`config.mk`:
```
export PLATFORM = sky130hd
export DESIGN_NAME = slc_top
export DESIGN_NICKNAME = d
export VERILOG_FILES = /design/src/slc_top.v /design/src/slc_edge.v
export VERILOG_INCLUDE_DIRS = /design/src /design/src/src
export SDC_FILE = /design/constraint.sdc
export NUM_CORES = 1
export LEC_CHECK = 0
export CAP_MARGIN = 5
export CORE_ASPECT_RATIO = 0.8
export CORE_MARGIN = 2
export CORE_UTILIZATION = 55
export DETAILED_ROUTE_END_ITERATION = 16
export DONT_BUFFER_PORTS = 1
export GPL_TIMING_DRIVEN = 0
export MAX_ROUTING_LAYER = met4
export PLACE_DENSITY = 0.7
export REMOVE_ABC_BUFFERS = 1
export SYNTH_ARGS = -nofsm -noshare
export SYNTH_HDL_FRONTEND = slang
export SYNTH_SLANG_ARGS = --single-unit
```
`constraint.sdc`:
```
create_clock -name clock -period 2.6 [get_ports clock]
set_input_delay 0.39 -clock clock [delete_from_list [all_inputs] [get_ports clock]]
set_output_delay 0.39 -clock clock [all_outputs]
set_load 0.05 [all_outputs]
```
`src/slc_regs.vh`:
```
// Purpose: Constants for the load on/off, short and panel lock control block
// Assumes: Register port with one-cycle read latency, 32-bit data
// Notes: Offsets are byte addresses, one word per register
`ifndef SLC_REGS_VH
`define SLC_REGS_VH
`define SLC_AW 4
`define SLC_DW 32
// Register offsets
`define SLC_REG_CTRL 4'h0
`define SLC_REG_CFG 4'h4
`define SLC_REG_STAT 4'h8
`define SLC_REG_SETP 4'hC
// Control register fields (write pulses)
`define SLC_CTRL_LOAD_REQ 0
`define SLC_CTRL_SHORT_REQ 1
// Configuration register fields
`define SLC_CFG_OFF_MODE 0
`define SLC_CFG_OFF_RANGE 1
`define SLC_CFG_GUARD 2
`define SLC_CFG_HOLD 3
`define SLC_CFG_SHORT_EN 4
`define SLC_CFG_RESET 5'h13
// Status register fields
`define SLC_STAT_LOAD 0
`define SLC_STAT_SHORT 1
`define SLC_STAT_LOCK 2
// Operating modes
`define SLC_MODE_CC 2'h0
`define SLC_MODE_CR 2'h1
`define SLC_MODE_CV 2'h2
`define SLC_MODE_CP 2'h3
`define SLC_SP_W 16
`define SLC_SP_MAX 16'hFFFF
`define SLC_SP_MIN 16'h0000
`endif

```
`src/slc_top.v`:
```
// Purpose: Load on/off, short simulation and front panel lock control
// Assumes: Keys debounced, all inputs synchronous to clock
// Notes: Setpoint override is muxed here; analog loop lies outside
// Function
// - Load key press flips load state
// - Load request also from remote, external
// - Mode/range change drops load unless disabled
// - Short drives mode-specific extreme setpoint
// - External short signal while shorted
// - Short key lamp and icon while shorted
// - Short from off turns load on, off
// - Short from on restores prior setpoint
// - Guard allows short only while on
// - Short key toggle or hold, default toggle
// - Hold mode shorts only while pressed
// - Short disable ignores key and settings
// - Guard setting locked while short disabled
// - Shift then clear toggles panel lock
// - Lock rejects key changes other than load-off and ending a short, shows icon
// - Load-off key works while locked
// - Mode/range selector, change while on drops load if its drop setting is on
`timescale 1ns/100ps
`include "slc_regs.vh"
module slc_top #(
  parameter SP_W = `SLC_SP_W // Setpoint width
) (
  input wire clock, // 20 MHz system clock
  input wire rst, // Synchronous reset, active high
  input wire key_load, // Load on/off key level
  input wire key_short, // Short key level
  input wire key_shift, // Shift key level
  input wire key_clear, // Clear key level
  input wire panel_sel_we, // Panel mode/range change strobe
  input wire [1:0] panel_mode, // Panel mode selection
  input wire [1:0] panel_range, // Panel range selection
  input wire [SP_W-1:0] panel_setp, // Panel setpoint value
  input wire panel_setp_we, // Panel/wheel setpoint strobe
  input wire remote_load_on, // Remote load-on pulse
  input wire ext_load_on, // External control load-on pulse
  input wire [`SLC_AW-1:0] reg_addr, // Register byte address
  input wire [`SLC_DW-1:0] reg_wdata, // Register write data
  input wire reg_wr, // Register write strobe
  input wire reg_rd, // Register read strobe
  output reg [`SLC_DW-1:0] reg_rdata, // Read data, cycle after strobe
  output reg load_on_q, // Load sinking, also key/panel lamp
  output reg short_q, // Short active, key lamp and icon
  output reg ext_short_q, // External short signal
  output reg lock_q, // Panel lock icon
  output reg [1:0] mode_q, // Operating mode
  output reg [1:0] range_q, // Current/voltage range
  output reg [SP_W-1:0] setp_out_q // Setpoint to analog path
);
  localparam [1:0] ST_OFF = 2'h0;
  localparam [1:0] ST_ON = 2'h1;
  localparam [1:0] ST_SHORT_FROM_OFF = 2'h2;
  localparam [1:0] ST_SHORT_FROM_ON = 2'h3;

  wire p_load;
  wire p_short;
  wire p_clear;
  wire p_short_rel;
  reg shift_armed_q;
  reg key_short_q;
  reg [4:0] cfg_q;
  reg [SP_W-1:0] setp_q;
  reg [1:0] st_q;
  reg [1:0] st_d;
  reg wr_load;
  reg wr_short;
  reg sel_chg;
  reg [1:0] mode_d;
  reg [1:0] range_d;

  // Extreme setpoint chosen per mode during a short
  function [SP_W-1:0] short_setp;
    input [1:0] mode;
    begin
      case (mode)
        `SLC_MODE_CC: short_setp = {SP_W{1'b1}};
        `SLC_MODE_CR: short_setp = {SP_W{1'b0}};
        `SLC_MODE_CV: short_setp = {SP_W{1'b0}};
        default: short_setp = {SP_W{1'b1}};
      endcase
    end
  endfunction

  // Register write decode, shared by every writable register
  function wr_hit;
    input we;
    input [`SLC_AW-1:0] addr;
    input [`SLC_AW-1:0] offs;
    begin
      wr_hit = we && (addr == offs);
    end
  endfunction

  // Key press pulse generators, one per key that acts on a press
  wire [2:0] key_lvl = {key_clear, key_short, key_load};
  wire [2:0] key_pls;
  genvar gi;
  generate
    for (gi = 0; gi < 3; gi = gi + 1) begin : g_key
      slc_edge i_slc_edge (
        .clock(clock),
        .rst(rst),
        .level(key_lvl[gi]),
        .pulse(key_pls[gi])
      );
    end
  endgenerate
  assign p_load = key_pls[0];
  assign p_short = key_pls[1];
  assign p_clear = key_pls[2];

  // Hold mode ends the short on key release
  assign p_short_rel = key_short_q & ~key_short;

  // Config bit aliases
  wire en_short = cfg_q[`SLC_CFG_SHORT_EN];
  wire off_mode = cfg_q[`SLC_CFG_OFF_MODE];
  wire off_range = cfg_q[`SLC_CFG_OFF_RANGE];
  wire guard = cfg_q[`SLC_CFG_GUARD] & en_short;
  wire hold = cfg_q[`SLC_CFG_HOLD] & en_short;
  wire shorted = st_q[1];

  // Mode and range selection from panel or software
  always @* begin
    mode_d = mode_q;
    range_d = range_q;
    if (wr_hit(reg_wr, reg_addr, `SLC_REG_SETP)) begin
      mode_d = reg_wdata[17:16];
      range_d = reg_wdata[19:18];
    end else if (panel_sel_we && !lock_q) begin
      mode_d = panel_mode;
      range_d = panel_range;
    end
    // Only a mode change with its setting on, or range likewise, drops load
    sel_chg = ((mode_d != mode_q) && off_mode) || ((range_d != range_q) && off_range);
  end

  // Load and short state machine
  always @* begin
    wr_load = wr_hit(reg_wr, reg_addr, `SLC_REG_CTRL) && reg_wdata[`SLC_CTRL_LOAD_REQ];
    wr_short = wr_hit(reg_wr, reg_addr, `SLC_REG_CTRL) && reg_wdata[`SLC_CTRL_SHORT_REQ];
    st_d = st_q;
    case (st_q)
      ST_OFF: begin
        if ((p_load && !lock_q) || remote_load_on || ext_load_on || wr_load)
          st_d = ST_ON;
        else if ((p_short && !lock_q || wr_short) && en_short && !guard)
          st_d = ST_SHORT_FROM_OFF;
      end
      ST_ON: begin
        if (p_load || wr_load)
          st_d = ST_OFF;
        else if ((p_short && !lock_q || wr_short) && en_short)
          st_d = ST_SHORT_FROM_ON;
      end
      default: begin
        // Lock does not block ending a short or the load-off key
        if (p_load || wr_load)
          st_d = ST_OFF;
        else if (!en_short || (hold ? p_short_rel : (p_short || wr_short)))
          st_d = (st_q == ST_SHORT_FROM_ON) ? ST_ON : ST_OFF;
      end
    endcase
    if (sel_chg && st_q != ST_OFF)
      st_d = ST_OFF;
  end

  // State, config, lock and setpoint registers
  always @(posedge clock) begin
    if (rst) begin
      st_q <= ST_OFF;
      cfg_q <= `SLC_CFG_RESET;
      lock_q <= 1'b0;
      shift_armed_q <= 1'b0;
      key_short_q <= 1'b0;
      mode_q <= `SLC_MODE_CC;
      range_q <= 2'h0;
      setp_q <= {SP_W{1'b0}};
    end else begin
      st_q <= st_d;
      key_short_q <= key_short;
      mode_q <= mode_d;
      range_q <= range_d;
      // Shift arms, clear toggles lock; other keys disarm
      if (p_clear && (shift_armed_q || key_shift))
        lock_q <= ~lock_q;
      if (key_shift)
        shift_armed_q <= 1'b1;
      else if (p_clear || p_load || p_short)
        shift_armed_q <= 1'b0;
      if (wr_hit(reg_wr, reg_addr, `SLC_REG_CFG)) begin
        cfg_q[`SLC_CFG_OFF_MODE] <= reg_wdata[`SLC_CFG_OFF_MODE];
        cfg_q[`SLC_CFG_OFF_RANGE] <= reg_wdata[`SLC_CFG_OFF_RANGE];
        cfg_q[`SLC_CFG_HOLD] <= reg_wdata[`SLC_CFG_HOLD];
        cfg_q[`SLC_CFG_SHORT_EN] <= reg_wdata[`SLC_CFG_SHORT_EN];
        // Guard frozen while short feature is off
        if (en_short)
          cfg_q[`SLC_CFG_GUARD] <= reg_wdata[`SLC_CFG_GUARD];
      end
      // Stored setpoint untouched by the short, so it comes back after
      if (wr_hit(reg_wr, reg_addr, `SLC_REG_SETP))
        setp_q <= reg_wdata[SP_W-1:0];
      else if (panel_setp_we && !lock_q)
        setp_q <= panel_setp;
    end
  end

  // Registered outputs
  always @(posedge clock) begin
    if (rst) begin
      load_on_q <= 1'b0;
      short_q <= 1'b0;
      ext_short_q <= 1'b0;
      setp_out_q <= {SP_W{1'b0}};
    end else begin
      load_on_q <= st_d != ST_OFF;
      short_q <= st_d[1];
      ext_short_q <= st_d[1];
      setp_out_q <= st_d[1] ? short_setp(mode_d) : setp_q;
    end
  end

  // Register read, data in the cycle after the strobe
  always @(posedge clock) begin
    if (rst) begin
      reg_rdata <= {`SLC_DW{1'b0}};
    end else if (reg_rd) begin
      case (reg_addr)
        `SLC_REG_CFG: reg_rdata <= {27'h0000000, cfg_q};
        `SLC_REG_STAT: reg_rdata <= {29'h0000000, lock_q, shorted, st_q != ST_OFF};
        `SLC_REG_SETP: reg_rdata <= {12'h000, range_q, mode_q, setp_q};
        default: reg_rdata <= {`SLC_DW{1'b0}};
      endcase
    end else begin
      reg_rdata <= {`SLC_DW{1'b0}};
    end
  end
endmodule

```
`src/slc_edge.v`:
```
// Purpose: Turns a debounced key level into a one-cycle press pulse
// Assumes: Key level already debounced and synchronous to clock
// Notes: Pulse appears the cycle after the rising level is seen
`timescale 1ns/100ps
module slc_edge (
  input wire clock, // System clock
  input wire rst, // Synchronous reset, active high
  input wire level, // Debounced key level
  output reg pulse // One-cycle press event
);
  reg level_q;

  // Rising edge detect, one event per press
  always @(posedge clock) begin
    if (rst) begin
      level_q <= 1'b0;
      pulse <= 1'b0;
    end else begin
      level_q <= level;
      pulse <= level & ~level_q;
    end
  end
endmodule

```
==> load_flow_metrics.sql <==
INSERT INTO impl_metrics (metric_group, metric, value, unit) VALUES
('status', 'outcome', 'finished, final reports clean', ''),
('worst_setup_path', 'timing.critical_path.fanout_max', '16', ''),
('die', 'standard_cell_core_area', '5440', 'um^2'),
('worst_setup_path', 'startpoint_type', 'register', ''),
('clocking', 'numClockSinks', '72', ''),
('run', 'cap_viol_max_count', '0', ''),
('sta', 'drv_slew', '0', ''),
('power', 'power-per-cell-area', '746', 'nW/um^2'),
('global_routing', 'first_global_vias', '2089', ''),
('logic_synthesis', 'ys.warnings.count', '0', ''),
('sta', 'fin_skew', '0.00323', 'ns'),
('global_routing', 'grt-ovfl-total', '0', ''),
('clocking', 'cts_tree', 'done', ''),
('place', 'dpl.cell_count', '378', ''),
('routing', 'routed_vias', '2221', ''),
('routing', 'pre_antenna_drt_iters', '4', ''),
('layout', 'insertedDiodeCount', '0', ''),
('sta', 'period_minus_slack', '2.41', 'ns'),
('layout', 'layout_commonest_cell', 'sky130_fd_sc_hd__dfxtp_1', ''),
('layout', 'postLayoutCoreUtil', '60.5', '%'),
('routing', 'antenna_violating_nets_left', '0', ''),
('worst_setup_path', 'reg2reg_slack', '0.19', 'ns'),
('routing', 'vias_per_cell', '5.58', ''),
('worst_setup_path', 'crit_type', 'register to register', ''),
('logic_synthesis', 'syn_area', '3070', 'um^2'),
('clocking', 'cts_htree_levels', '3', ''),
('die', 'initial_core_util', '56.6', '%'),
('die', 'ioPinCount', '124', ''),
('logic_synthesis', 'dominantRegCellSynth', 'sky130_fd_sc_hd__dfxtp_1', ''),
('clocking', 'cts_made_buffers', '9', ''),
('routing', 'dr.max_layer_used', 'met4', ''),
('routing', 'detailed_routing_wirelength_on_met1', '2960', 'um'),
('place', 'postPlaceCellArea', '3030', 'um^2'),
('worst_setup_path', 'path_cells', 'inv_1 > or4_1 > o2111ai_1 > o221a_1 > or4_4 > o21ai_1', ''),
('global_routing', 'first_pass_grt_wire_length', '10500', 'um'),
('logic_synthesis', 'ys_async_sr_fraction', '0', '%'),
('worst_setup_path', 'critPathRequiredTime', '2.80', 'ns'),
('routing', 'post_drt_wl_per_cell', '16.5', 'um'),
('routing', 'route.met2.wl', '2840', 'um'),
('logic_synthesis', 'synth_sequential_area_ratio', '46.9', '%'),
('logic_synthesis', 'syn_inst', '320', ''),
('sta', 'maxClockFrequency', '414', 'MHz'),
('routing', 'drc_violations_left', '0', ''),
('worst_setup_path', 'cp_slowest_cell', 'sky130_fd_sc_hd__dfxtp_1', ''),
('clocking', 'count_of_hold_fix_buffers_inserted_at_cts', '0', ''),
('sta', 'timing.final.setup_violations', '0', ''),
('logic_synthesis', 'syn_area_per_cell', '9.61', 'um^2'),
('die', 'die_h', '70.9', 'um'),
('worst_hold_path', 'holdCritPathClass', 'input pin to register', ''),
('worst_setup_path', 'cp.arrival', '2.62', 'ns'),
('worst_setup_path', 'setup.worst_path.end_class', 'register', ''),
('global_routing', 'number_of_antenna_violations_at_the_first_check_in_global_routing', '0', ''),
('global_routing', 'grtUsageTotal', '23.0', '%'),
('sta', 'timing.final.crit_share', '92.8', '%'),
('sta', 'grt_setup_unrepaired', 'false', ''),
('layout', 'layout-drive-gt1-share', '12.8', '%'),
('layout', 'final_cell_mix', 'sky130_fd_sc_hd__dfxtp_1 (70), sky130_fd_sc_hd__nor2_1 (29), sky130_fd_sc_hd__nand2b_1 (20), sky130_fd_sc_hd__a211oi_1 (20), sky130_fd_sc_hd__mux2i_1 (19)', ''),
('place', 'gp_routability_congestion', '0.903', ''),
('routing', 'first_iter_violations', '110', ''),
('die', 'die_x', '87.6', 'um'),
('logic_synthesis', 'synth_edf_count', '0', ''),
('worst_setup_path', 'worst_path_largest_cell_delay', '0.69', 'ns'),
('place', 'portBuffers', '0', ''),
('die', 'design.die.area', '6210', 'um^2'),
('logic_synthesis', 'ys_types', '51', ''),
('logic_synthesis', 'synth-seq-cells', '72', ''),
('clocking', 'cts_root_buffer', 'sky130_fd_sc_hd__clkbuf_8', ''),
('routing', 'met3RoutedLength', '673', 'um'),
('power', 'ir_drop', '343', 'uV'),
('layout', 'finish.net_count', '383', ''),
('sta', 'finalHoldViolations', '0', '');
==> final timing paths <==
path,start,cells past startpoint,endpoint
worst max register to register,range_q[1],6,setp_out_q[2]
worst max-delay path,range_q[1],6,setp_out_q[2]
worst min register to register,g_key[2].i_slc_edge.level_q,1,g_key[2].i_slc_edge.pulse
worst min-delay path,rst,1,cfg_q[3]
==> layer usage <==
metal  GRT usage [%]  vias to the layer above
met5               -                        -
met4            7.18                        0
met3            10.9                        6
met2            31.9                       93
met1            29.5                     1023
li1                -                     1099
==> kinds of logic (layout without fill, tap and decap cells) <==
logic type,after synthesis,count (layout),synth area share (%)
AO/OA/AOI/OAI,69,69,17.2
XOR/XNOR,5,5,1.42
buffers and inverters,37,26,7.12
flip-flops,72,72,46.9
multiplexers,20,20,6.55
other,1,12,0.122
AND/OR/NAND/NOR,116,116,20.7
==> final cells by class <==
cell class,count,area [um^2]
Fill cell,478,2150
Inverter,5,18.8
Timing Repair Buffer,5,45.0
Clock buffer,10,138
Multi-Input combinational cell,222,1480
Clock inverter,6,67.6
Tap cell,78,97.6
Sequential cell,72,1440
==> cell usage after synthesis, types with 10 or more instances <==
cell type,instances,area (um^2)
sky130_fd_sc_hd__nand2_1,13,48.8
sky130_fd_sc_hd__o21ai_2,10,87.6
sky130_fd_sc_hd__and2_1,16,100
sky130_fd_sc_hd__nor2_1,30,113
sky130_fd_sc_hd__a211oi_1,20,150
sky130_fd_sc_hd__buf_4,14,105
sky130_fd_sc_hd__dfxtp_1,72,1440
sky130_fd_sc_hd__clkbuf_1,12,45.0
sky130_fd_sc_hd__nand2b_1,20,125
sky130_fd_sc_hd__nor2b_1,11,68.8
sky130_fd_sc_hd__mux2i_1,19,190
==> worst max-delay path, delay by kind of cell (launching register included) <==
kind	cells	cell delay [ns]
AO/OA/AOI/OAI	3	0.55
AND/OR/NAND/NOR	2	0.86
flip-flops	1	0.69
buffers and inverters	1	0.18
==> state kept, by name (all words and copies together) (netlist names) <==
signal and count:
setp_q 16, shift_armed_q 1, cfg_q 5, key_short_q 1, st_q 2, g_key.i_slc_edge.pulse 3, mode_q 2, g_key.i_slc_edge.level_q 2
range_q 2, load_on_q 1, lock_q 1, reg_rdata 20, setp_out_q 16
==> stage by stage <==
| step | TNS (ns) | setup slack (ns) | hold WS, ns |
|---|---|---|---|
| 6_report | 0 | 0.186 | 0.113 |
| 5_1_grt | 0 | 0.0511 | 0.0780 |
| 4_1_cts | 0 | 0.103 | 0.0894 |
| 3_5_place_dp | -22.17 | -1.31 | 0.374 |
| 3_3_place_gp | -29.89 | -1.62 | 0.372 |
| 2_1_floorplan | -8.02 | -0.530 | 0.367 |
==> report_power, final <==
group | internal [mW] | switching, mW | leakage, nW
registers | 1.16 | 0.153 | 0.590
logic | 0.102 | 0.145 | 0.585
clock network | 0.472 | 0.419 | 0.0989
total | 1.74 | 0.716 | 1.27
==> what timing repair did <==
item / CTS / global route
pin swaps: 0 / 1
gates resized for setup: 5 / 1
setup endpoints to repair: 19 / 2
buffers inserted: 0 / 4
No activity file was read; power rests on OpenSTA's default activity.
